<file path="src/verilog/brake_params.svh">
// Constants for the speed select and brake sequence block
// Contract
// - Stop-on-contact valid only for contact selection one or three.
// - Jog input always selects jog frequency, whatever else is asserted.
// - Without jog, low speed plus second function selects low-speed preset.
// - No speed input, or second function only, selects the analog command.
// - Middle speed alone, with or without second function, selects middle.
// - High plus middle without low or jog selects speed-6 preset.
// - High plus low alone selects speed-5 preset.
// - Middle plus low alone selects speed-4 preset.
// - High, middle and low without second function or jog select speed-7.
// - Remote setting selection one to three disables stop-on-contact.
// - Opening frequency 0 to 30 Hz, default 3 Hz, not above closing.
// - Opening current threshold 0 to 220 percent, default 130 percent.
// - Opening current detection time 0 to 2 s, default 0.3 s.
// - Start brake delay 0 to 5 s, default 0.3 s.
// - Closing frequency 0 to 30 Hz, default 6 Hz, not below opening.
// - Stop brake delay 0 to 5 s, default 0.3 s.
// - Deceleration check off at zero; at one abnormal deceleration faults.
// - Encoder overspeed faults when deviation reaches threshold; 9999 off.
// - Acceleration mode decode: 0,1/11,3,5/6,7,8; default 0.
// - Low speed with second function enters stop-on-contact, any order.
// - Request after detection time once frequency and current are reached.
// - Trip if request or feedback missing 2 s after start or request.
`ifndef BRAKE_PARAMS_SVH
`define BRAKE_PARAMS_SVH
// Clock and time base
`define CLK_PERIOD_NS 20
`define TICK_PERIOD_NS 10000000
`define TICK_PERIOD_MS 10
`define TICK_CYCLES (`TICK_PERIOD_NS / `CLK_PERIOD_NS)
`define RELEASE_TIMEOUT_MS 2000
`define RELEASE_TIMEOUT_TICKS 16'(`RELEASE_TIMEOUT_MS / `TICK_PERIOD_MS)
// Setting limits and defaults: frequency 0.1 Hz, current %, time 10 ms
`define FREQ_MAX 16'h012c
`define OPEN_FREQ_DEF 16'h001e
`define CLOSE_FREQ_DEF 16'h003c
`define CUR_MAX 16'h00dc
`define CUR_DEF 16'h0082
`define DETECT_MAX 16'h00c8
`define DELAY_MAX 16'h01f4
`define TIME_DEF 16'h001e
`define OVS_OFF 16'h270f
`define DECEL_SEL_ON 16'h0001
// Selection codes
`define CONTACT_SEL_A 2'h1
`define CONTACT_SEL_B 2'h3
`define REMOTE_MIN 2'h1
`define REMOTE_MAX 2'h3
`define CFG_OPEN_FREQ 4'h0
`define CFG_OPEN_CUR 4'h1
`define CFG_DETECT 4'h2
`define CFG_START_DLY 4'h3
`define CFG_CLOSE_FREQ 4'h4
`define CFG_STOP_DLY 4'h5
`define CFG_DECEL_SEL 4'h6
`define CFG_OVS 4'h7
`define CFG_ACCEL 4'h8
`define ACC_NORMAL 16'h0000
`define ACC_SHORT_A 16'h0001
`define ACC_SHORT_B 16'h000b
`define ACC_OPTIMUM 16'h0003
`define ACC_ELEV_A 16'h0005
`define ACC_ELEV_B 16'h0006
`define ACC_BRAKE_FB 16'h0007
`define ACC_BRAKE_NOFB 16'h0008
`endif

</file>
<file path="src/verilog/brake_pkg.sv">
// Types for the speed select and brake sequence block
package brake_pkg;
  typedef enum logic [3:0] {
    SRC_ANALOG = 4'h0, SRC_HIGH = 4'h1, SRC_MIDDLE = 4'h2, SRC_LOW = 4'h3,
    SRC_SPEED4 = 4'h4, SRC_SPEED5 = 4'h5, SRC_SPEED6 = 4'h6,
    SRC_SPEED7 = 4'h7, SRC_JOG = 4'h8
  } freq_src_e;
  typedef enum logic [2:0] {
    ACC_MODE_NORMAL = 3'h0, ACC_MODE_SHORTEST = 3'h1,
    ACC_MODE_OPTIMUM = 3'h2, ACC_MODE_ELEVATOR = 3'h3,
    ACC_MODE_BRAKE_FB = 3'h4, ACC_MODE_BRAKE_NOFB = 3'h5,
    ACC_MODE_INVALID = 3'h6
  } accel_mode_e;
  typedef enum logic [2:0] {
    ST_IDLE = 3'h0, ST_DETECT = 3'h1, ST_WAIT = 3'h3, ST_RUN = 3'h2,
    ST_STOPPING = 3'h6, ST_FAULT = 3'h4
  } brake_state_e;
endpackage : brake_pkg

</file>
<file path="src/verilog/speed_brake_ctrl.sv">
// Speed source selector and mechanical brake sequence supervisor
`timescale 1ns/1ps
`default_nettype none
`include "brake_params.svh"
module speed_brake_ctrl #(
  parameter int TICK_CYCLES = `TICK_CYCLES
) (
  input wire logic sys_clk_in,
  input wire logic srst_in,
  input wire logic high_speed_in,
  input wire logic middle_speed_in,
  input wire logic low_speed_in,
  input wire logic second_function_in,
  input wire logic jog_in,
  input wire logic [1:0] contact_sel_in,
  input wire logic [1:0] remote_sel_in,
  input wire logic cfg_wr_in,
  input wire logic [3:0] cfg_sel_in,
  input wire logic [15:0] cfg_data_in,
  input wire logic start_in,
  input wire logic [15:0] speed_cmd_in,
  input wire logic [15:0] out_freq_in,
  input wire logic [15:0] detect_freq_in,
  input wire logic [15:0] current_in,
  input wire logic encoder_fb_in,
  input wire logic decelerating_in,
  input wire logic decel_abnormal_in,
  input wire logic brake_release_feedback_in,
  input wire logic fault_clear_in,
  output brake_pkg::freq_src_e freq_src_out,
  output logic stop_on_contact_out,
  output brake_pkg::accel_mode_e accel_mode_out,
  output logic cfg_reject_out,
  output logic brake_release_request_out,
  output logic accel_hold_out,
  output logic overspeed_fault_out,
  output logic release_timeout_fault_out,
  output logic decel_fault_out
);
  logic [15:0] open_freq_reg, open_cur_reg, detect_reg, start_dly_reg;
  logic [15:0] close_freq_reg, stop_dly_reg, decel_sel_reg, ovs_reg;
  logic [15:0] accel_sel_reg;
  brake_pkg::brake_state_e state_reg, state_next;
  logic tick;
  logic det_done, start_done, stop_done, req_late, fb_late;

  // Time base for all sequence timers
  tick_divider #(.CYCLES(TICK_CYCLES)) u_tick (
    .sys_clk_in(sys_clk_in),
    .srst_in(srst_in),
    .tick_out(tick)
  );

  // Stop-on-contact qualification
  wire contact_sel = (contact_sel_in == `CONTACT_SEL_A) ||
                     (contact_sel_in == `CONTACT_SEL_B);
  wire remote_on = (remote_sel_in >= `REMOTE_MIN) &&
                   (remote_sel_in <= `REMOTE_MAX);
  wire contact_next = contact_sel && !remote_on && !jog_in &&
                      low_speed_in && second_function_in;

  // Frequency source decode from the present input levels
  wire h = high_speed_in;
  wire m = middle_speed_in;
  wire l = low_speed_in;
  wire t = second_function_in;
  brake_pkg::freq_src_e src_next;
  assign src_next =
    jog_in ? brake_pkg::SRC_JOG :
    (l && t) ? brake_pkg::SRC_LOW :
    (h && m && l) ? brake_pkg::SRC_SPEED7 :
    (h && m) ? brake_pkg::SRC_SPEED6 :
    (h && l) ? brake_pkg::SRC_SPEED5 :
    (m && l) ? brake_pkg::SRC_SPEED4 :
    h ? brake_pkg::SRC_HIGH :
    m ? brake_pkg::SRC_MIDDLE :
    l ? brake_pkg::SRC_LOW :
    brake_pkg::SRC_ANALOG;

  // Selector outputs registered every cycle, nothing latched
  always_ff @(posedge sys_clk_in) begin
    if (srst_in) begin
      freq_src_out <= brake_pkg::SRC_ANALOG;
      stop_on_contact_out <= 1'b0;
    end else begin
      freq_src_out <= src_next;
      stop_on_contact_out <= contact_next;
    end
  end

  // Acceptance checks for setting writes
  wire [15:0] d = cfg_data_in;
  wire ok_open = (d <= `FREQ_MAX) && (d <= close_freq_reg);
  wire ok_close = (d <= `FREQ_MAX) && (d >= open_freq_reg);
  wire ok_cur = (d <= `CUR_MAX);
  wire ok_det = (d <= `DETECT_MAX);
  wire ok_dly = (d <= `DELAY_MAX);
  wire ok_dec = (d <= `DECEL_SEL_ON);
  wire ok_ovs = (d <= `FREQ_MAX) || (d == `OVS_OFF);
  wire ok_acc = (d == `ACC_NORMAL) || (d == `ACC_SHORT_A) ||
                (d == `ACC_SHORT_B) || (d == `ACC_OPTIMUM) ||
                (d == `ACC_ELEV_A) || (d == `ACC_ELEV_B) ||
                (d == `ACC_BRAKE_FB) || (d == `ACC_BRAKE_NOFB);
  wire sel_ok =
    (cfg_sel_in == `CFG_OPEN_FREQ) ? ok_open :
    (cfg_sel_in == `CFG_OPEN_CUR) ? ok_cur :
    (cfg_sel_in == `CFG_DETECT) ? ok_det :
    (cfg_sel_in == `CFG_START_DLY) ? ok_dly :
    (cfg_sel_in == `CFG_CLOSE_FREQ) ? ok_close :
    (cfg_sel_in == `CFG_STOP_DLY) ? ok_dly :
    (cfg_sel_in == `CFG_DECEL_SEL) ? ok_dec :
    (cfg_sel_in == `CFG_OVS) ? ok_ovs :
    (cfg_sel_in == `CFG_ACCEL) ? ok_acc : 1'b0;
  wire wr = cfg_wr_in && sel_ok;

  // Setting storage with documented defaults
  always_ff @(posedge sys_clk_in) begin
    if (srst_in) begin
      open_freq_reg <= `OPEN_FREQ_DEF;
      open_cur_reg <= `CUR_DEF;
      detect_reg <= `TIME_DEF;
      start_dly_reg <= `TIME_DEF;
      close_freq_reg <= `CLOSE_FREQ_DEF;
      stop_dly_reg <= `TIME_DEF;
      decel_sel_reg <= 16'h0;
      ovs_reg <= `OVS_OFF;
      accel_sel_reg <= `ACC_NORMAL;
    end else if (wr) begin
      case (cfg_sel_in)
        `CFG_OPEN_FREQ: open_freq_reg <= d;
        `CFG_OPEN_CUR: open_cur_reg <= d;
        `CFG_DETECT: detect_reg <= d;
        `CFG_START_DLY: start_dly_reg <= d;
        `CFG_CLOSE_FREQ: close_freq_reg <= d;
        `CFG_STOP_DLY: stop_dly_reg <= d;
        `CFG_DECEL_SEL: decel_sel_reg <= d;
        `CFG_OVS: ovs_reg <= d;
        `CFG_ACCEL: accel_sel_reg <= d;
        default: ;
      endcase
    end
  end

  // Acceleration mode decode
  brake_pkg::accel_mode_e acc_next;
  assign acc_next =
    (accel_sel_reg == `ACC_NORMAL) ? brake_pkg::ACC_MODE_NORMAL :
    (accel_sel_reg == `ACC_SHORT_A || accel_sel_reg == `ACC_SHORT_B) ?
      brake_pkg::ACC_MODE_SHORTEST :
    (accel_sel_reg == `ACC_OPTIMUM) ? brake_pkg::ACC_MODE_OPTIMUM :
    (accel_sel_reg == `ACC_ELEV_A || accel_sel_reg == `ACC_ELEV_B) ?
      brake_pkg::ACC_MODE_ELEVATOR :
    (accel_sel_reg == `ACC_BRAKE_FB) ? brake_pkg::ACC_MODE_BRAKE_FB :
    (accel_sel_reg == `ACC_BRAKE_NOFB) ? brake_pkg::ACC_MODE_BRAKE_NOFB :
    brake_pkg::ACC_MODE_INVALID;
  wire mode_fb = (accel_sel_reg == `ACC_BRAKE_FB);
  wire brake_mode = mode_fb || (accel_sel_reg == `ACC_BRAKE_NOFB);

  // Sequence conditions
  wire req_on = (state_reg == brake_pkg::ST_WAIT) ||
                (state_reg == brake_pkg::ST_RUN);
  wire open_cond = (speed_cmd_in >= open_freq_reg) &&
                   (current_in >= open_cur_reg);
  wire fb_ok = !mode_fb || brake_release_feedback_in;
  wire fb_gone = !mode_fb || !brake_release_feedback_in;
  wire [16:0] ovs_sum = {1'b0, out_freq_in} + {1'b0, ovs_reg};
  wire ovs_hit = encoder_fb_in && (ovs_reg != `OVS_OFF) &&
                 ({1'b0, detect_freq_in} >= ovs_sum);
  wire dec_hit = (decel_sel_reg == `DECEL_SEL_ON) && decelerating_in &&
                 decel_abnormal_in;
  wire late_hit = brake_mode && (req_late || fb_late);
  wire any_fault = ovs_hit || dec_hit || late_hit;

  // Sequence timers
  tick_timer u_det (.sys_clk_in(sys_clk_in), .srst_in(srst_in),
    .run_in(state_reg == brake_pkg::ST_DETECT && open_cond),
    .tick_in(tick), .limit_in(detect_reg), .done_out(det_done));
  tick_timer u_start (.sys_clk_in(sys_clk_in), .srst_in(srst_in),
    .run_in(state_reg == brake_pkg::ST_WAIT && fb_ok),
    .tick_in(tick), .limit_in(start_dly_reg), .done_out(start_done));
  tick_timer u_stop (.sys_clk_in(sys_clk_in), .srst_in(srst_in),
    .run_in(state_reg == brake_pkg::ST_STOPPING && fb_gone),
    .tick_in(tick), .limit_in(stop_dly_reg), .done_out(stop_done));
  tick_timer u_req (.sys_clk_in(sys_clk_in), .srst_in(srst_in),
    .run_in(start_in && !req_on && state_reg != brake_pkg::ST_FAULT),
    .tick_in(tick), .limit_in(`RELEASE_TIMEOUT_TICKS),
    .done_out(req_late));
  tick_timer u_fb (.sys_clk_in(sys_clk_in), .srst_in(srst_in),
    .run_in(req_on && mode_fb && !brake_release_feedback_in),
    .tick_in(tick), .limit_in(`RELEASE_TIMEOUT_TICKS),
    .done_out(fb_late));

  // Next-state logic of the brake sequence
  always_comb begin
    state_next = state_reg;
    case (state_reg)
      brake_pkg::ST_IDLE:
        if (brake_mode && start_in) state_next = brake_pkg::ST_DETECT;
      brake_pkg::ST_DETECT:
        if (!start_in) state_next = brake_pkg::ST_IDLE;
        else if (det_done) state_next = brake_pkg::ST_WAIT;
      brake_pkg::ST_WAIT:
        if (!start_in) state_next = brake_pkg::ST_STOPPING;
        else if (start_done) state_next = brake_pkg::ST_RUN;
      brake_pkg::ST_RUN:
        if (!start_in || (decelerating_in &&
            out_freq_in <= close_freq_reg))
          state_next = brake_pkg::ST_STOPPING;
      brake_pkg::ST_STOPPING:
        if (stop_done) state_next = brake_pkg::ST_IDLE;
      brake_pkg::ST_FAULT:
        if (fault_clear_in && !start_in) state_next = brake_pkg::ST_IDLE;
      default: state_next = brake_pkg::ST_IDLE;
    endcase
    if (any_fault) state_next = brake_pkg::ST_FAULT;
  end

  wire req_next = (state_next == brake_pkg::ST_WAIT) ||
                  (state_next == brake_pkg::ST_RUN);
  wire hold_next = start_in && brake_mode &&
                   (state_next != brake_pkg::ST_RUN);

  // Sequence state and its outputs
  always_ff @(posedge sys_clk_in) begin
    if (srst_in) begin
      state_reg <= brake_pkg::ST_IDLE;
      brake_release_request_out <= 1'b0;
      accel_hold_out <= 1'b0;
      accel_mode_out <= brake_pkg::ACC_MODE_NORMAL;
      cfg_reject_out <= 1'b0;
    end else begin
      state_reg <= state_next;
      brake_release_request_out <= req_next;
      accel_hold_out <= hold_next;
      accel_mode_out <= acc_next;
      cfg_reject_out <= cfg_wr_in && !sel_ok;
    end
  end

  // Sticky fault flags; a new event wins over a clear
  always_ff @(posedge sys_clk_in) begin
    if (srst_in) begin
      overspeed_fault_out <= 1'b0;
      release_timeout_fault_out <= 1'b0;
      decel_fault_out <= 1'b0;
    end else begin
      overspeed_fault_out <= ovs_hit ||
        (overspeed_fault_out && !fault_clear_in);
      release_timeout_fault_out <= late_hit ||
        (release_timeout_fault_out && !fault_clear_in);
      decel_fault_out <= dec_hit ||
        (decel_fault_out && !fault_clear_in);
    end
  end
endmodule : speed_brake_ctrl
`default_nettype wire

</file>
<file path="src/verilog/tick_divider.sv">
// Divider producing a one-cycle time-base enable pulse
`timescale 1ns/1ps
`default_nettype none
module tick_divider #(
  parameter int CYCLES = 500000
) (
  input wire logic sys_clk_in,
  input wire logic srst_in,
  output logic tick_out
);
  logic [31:0] count_reg;
  wire at_end = (count_reg == 32'(CYCLES - 1));

  // Free-running count, pulse on wrap
  always_ff @(posedge sys_clk_in) begin
    if (srst_in || at_end) count_reg <= 32'h0;
    else count_reg <= count_reg + 32'h1;
  end

  always_ff @(posedge sys_clk_in) begin
    if (srst_in) tick_out <= 1'b0;
    else tick_out <= at_end;
  end
endmodule : tick_divider
`default_nettype wire

</file>
<file path="src/verilog/tick_timer.sv">
// Saturating tick counter that flags when its limit is reached
`timescale 1ns/1ps
`default_nettype none
module tick_timer (
  input wire logic sys_clk_in,
  input wire logic srst_in,
  input wire logic run_in,
  input wire logic tick_in,
  input wire logic [15:0] limit_in,
  output logic done_out
);
  logic [15:0] count_reg;
  wire reached = (count_reg >= limit_in);

  // Count ticks while running; cleared whenever run drops
  always_ff @(posedge sys_clk_in) begin
    if (srst_in || !run_in) count_reg <= 16'h0;
    else if (tick_in && !reached) count_reg <= count_reg + 16'h1;
  end

  assign done_out = run_in && reached;
endmodule : tick_timer
`default_nettype wire
</file>
<file path="config.mk">
export PLATFORM = sky130hd
export DESIGN_NAME = speed_brake_ctrl
export DESIGN_NICKNAME = d
export VERILOG_FILES = /design/src/verilog/brake_pkg.sv /design/src/verilog/speed_brake_ctrl.sv /design/src/verilog/tick_divider.sv /design/src/verilog/tick_timer.sv
export VERILOG_INCLUDE_DIRS = /design/src /design/src/verilog
export SDC_FILE = /design/constraint.sdc
export NUM_CORES = 1
export LEC_CHECK = 0
export ABC_CLOCK_PERIOD_IN_PS = 6000
export BUFFER_PORTS_ARGS = -buffer_cell sky130_fd_sc_hd__buf_4
export CAP_MARGIN = 15
export CORE_ASPECT_RATIO = 1.5
export CORE_MARGIN = 5
export CORE_UTILIZATION = 35
export CTS_BUF_LIST = sky130_fd_sc_hd__clkbuf_2 sky130_fd_sc_hd__clkbuf_4 sky130_fd_sc_hd__clkbuf_8
export DETAILED_ROUTE_END_ITERATION = 10
export HOLD_SLACK_MARGIN = 0.12
export PLACE_DENSITY = 0.5
export SLEW_MARGIN = 20
export SYNTH_ARGS = -nofsm -noshare
export SYNTH_HDL_FRONTEND = slang
export SYNTH_HIERARCHICAL = 1
export SYNTH_SLANG_ARGS = --single-unit
export TNS_END_PERCENT = 100
</file>
<file path="constraint.sdc">
create_clock -name sys_clk_in -period 6 [get_ports sys_clk_in]
set_input_delay 1.2 -clock sys_clk_in [delete_from_list [all_inputs] [get_ports sys_clk_in]]
set_output_delay 1.2 -clock sys_clk_in [all_outputs]
set_load 0.05 [all_outputs]
</file>
==> metrics <==
max FFs per register 32; H-tree depth 2; CTS tree yes; Die H 279 um; WL final 46,200 um; drt pass-1 iters 5; flop2flop setup slack 1.95 ns; status finished, final reports clean; leakage 7.81 nW; Total Neg Setup Slack 0 ns; CTS resizes 0; fin worst setup slack 1.55 ns; Placed Instances 2,622; Final Critical Period 4.45 ns; max_cap viols 0; gr ovfl total 0; CTS root buf clkbuf_8; Final nets 2,373; Yosys warnings 6; largest net degree at the start of global routing 75; startpoint types input pin; metal2 WL 24,800 um; Setup WS pre-CTS 0.938 ns; GRT Total Usage 17.1%; synth unique cells 83; Avg Cell Area, Syn 8.68 sq um; number of flops mapped to enable cells by yosys 0; FP Rows 98; RSZ-0062 raised after global routing no; mapped cell area 16,800 sq um; Crit Path Class in -> reg; crit share post-route 74.2%; Reg area 5490 sq um; FF-to-FF End accel_hold_out; Setup Fix Bufs, Post-CTS 0; vias in the first global route 14,380; Async S/R FF share, synth 0%; Highest Signal Layer met4; final hold viol count 0; clock tree buffer depth 3; die area 52,700 sq um; CP Data Required Time 6.46 ns; first-pass GRT wire length 74,200 um; post-synthesis sequential area ratio 32.6%; Setup Skew 0.0197 ns; Yosys reg bits 274; Worst R2R Start ovs_reg[0]; worst skew pair latency 0.59 ns; PortBufs 114; clock sink count 274; die width 189 um; CTS Buf Count 48; # DRC 0; initial antenna violation count 1; # IOs 116; Final ANT Viol Nets 0; share of layout cells above drive strength 1 12.0%; area delta synth->final 15.5%; fillcell total 4,799; initial DRC count 543; wl on met1 19,000 um; critical path arrival 4.91 ns; Slew @ Worst Pin 1.08 ns; Post-DP HPWL 34,900 um; CP Capture Type flop; met3 routed WL 1310 um; Max FO, Critical Path 3; Rel. slew slack 27.6%; CTS Hold Buffers Added 0; Critical Path Source out_freq_in[0]; Worst Hold Class reg -> reg; dominant register cell in the synthesized netlist dfxtp_1; Routed WL per cell 17.0 um; routability congestion estimate 0.825; Vias 14,674; Clock transition at path regs 0.07 ns; Max Freq 225 MHz; Worst R2R Path Depth 18; pwr dens 220 nW/um^2; worst vdd ir 174 uV; final setup fails 0; multi-input combinational cell area 10,500 sq um; Critical Path End accel_hold_out; fin. max-slew vios 0; Core Area 47,700 sq um; vias per inst 5.41; initial core utilization 35.3%; final non-filler cell total 2,713; synthesized instance count 1,942
## worst max-delay path: stages
cell      delay [ns]
buf_4           0.12
ha_1            0.23
fa_1            0.41
a21o_1          0.17
a21oi_1         0.25
o21ai_0         0.17
nand4_1         0.14
a31oi_1         0.14
a21o_1          0.21
a21oi_1         0.16
xor2_1          0.19
ha_1            0.29
nand4_1         0.10
nor4_1          0.05
a211o_1         0.27
a21oi_1         0.16
a21oi_1         0.20
a211oi_1        0.33
a31oi_1         0.12
## worst min path at each step
| stage | startpoint | slack, ns | depth (start not counted) | to |
|---|---|---|---|---|
| after CTS | open_cur_reg[13] | 0.45 | 2 | open_cur_reg[13] |
| after detailed placement | open_cur_reg[13] | 0.44 | 2 | open_cur_reg[13] |
| final | open_cur_reg[15] | 0.45 | 2 | open_cur_reg[15] |
| after global routing | open_cur_reg[12] | 0.47 | 2 | open_cur_reg[12] |
| after global placement | open_cur_reg[13] | 0.44 | 2 | open_cur_reg[13] |
| after floorplan | open_cur_reg[10] | 0.43 | 2 | open_cur_reg[10] |
## through the flow
step                      cell area [sq um]  util (%)  hold slack, ns  power, mW
after CTS                             19500      40.8           0.452       4.37
after global placement                18300      38.3           0.437       2.19
final                                 19500      40.8           0.452       4.29
after detailed placement              18300      38.3           0.443       2.19
after global routing                  19500      40.8           0.468       4.49
after floorplan                       17000         -           0.428       2.05
## per-layer routing
metal	track usage (%)	up-vias
met4	5.03	0
li1	-	7449
met2	32.8	200
met5	0	-
met1	19.4	6961
met3	2.46	64
## power by group
part / total (mW) / internal, mW / switching (mW)
Clock: 2.14 / 1.30 / 0.834
Combinational: 0.320 / 0.133 / 0.187
Sequential: 1.83 / 1.82 / 0.00477
## cell type report
class,instances,share of cell area (%)
Inverter,155,2.99
Clock buffer,73,4.81
Multi-Input combinational cell,1468,54.0
Tap cell,600,3.86
Clock inverter,17,1.36
Timing Repair Buffer,125,4.82
Antenna cell,1,0.0129
Sequential cell,274,28.2
## cell families (layout without fill, tap and decap cells)
kind of cell | after synthesis | after routing | share of synthesized area (%)
compound gates | 447 | 447 | 18.8
xor+xnor | 25 | 25 | 1.30
fa+ha+maj | 199 | 199 | 14.8
buf+inv | 230 | 370 | 5.78
flops | 274 | 274 | 32.6
mux | 54 | 54 | 3.22
other cells | 2 | 33 | 0.0446
simple gates | 711 | 711 | 23.5
## Yosys cell counts, types with 6 or more instances
cell | instances | area share, %
buf_6 | 7 | 0.47
o31a_1 | 9 | 0.47
nand2_1 | 115 | 2.6
buf_4 | 6 | 0.27
a211o_1 | 7 | 0.36
o311a_1 | 6 | 0.36
a21oi_1 | 138 | 4.1
dfxtp_1 | 274 | 33
buf_2 | 18 | 0.53
and2_1 | 37 | 1.4
or4_1 | 63 | 2.8
xor2_1 | 12 | 0.62
a211oi_1 | 11 | 0.49
nand4_1 | 35 | 1.3
nor4_1 | 26 | 0.97
nor3_1 | 67 | 2.0
o31ai_1 | 68 | 3.0
or3_1 | 13 | 0.48
clkbuf_1 | 39 | 0.87
and4_1 | 26 | 1.4
nor2_1 | 86 | 1.9
xnor2_1 | 13 | 0.68
inv_1 | 154 | 3.4
a21o_1 | 37 | 1.6
nand3_1 | 101 | 3.0
o21ai_1 | 10 | 0.30
a311o_1 | 6 | 0.36
o2111ai_1 | 8 | 0.42
ha_1 | 198 | 15
nor2b_1 | 19 | 0.71
nand2b_1 | 41 | 1.5
o21a_1 | 23 | 1.0
a31oi_1 | 16 | 0.59
and3_1 | 51 | 1.9
mux2i_1 | 53 | 3.1
o21ai_0 | 59 | 1.8
## cell usage in the layout (no fill, tap or decap), types with 53 or more instances in the layout
master	netlist	final
a21oi_1	138	138
buf_4	6	125
clkbuf_8	0	62
dfxtp_1	274	274
ha_1	198	198
inv_1	154	154
mux2i_1	53	53
nand2_1	115	115
nand3_1	101	101
nor2_1	86	86
nor3_1	67	67
o21ai_0	59	59
o31ai_1	68	68
or4_1	63	63
(Power assumes the default switching activity.)
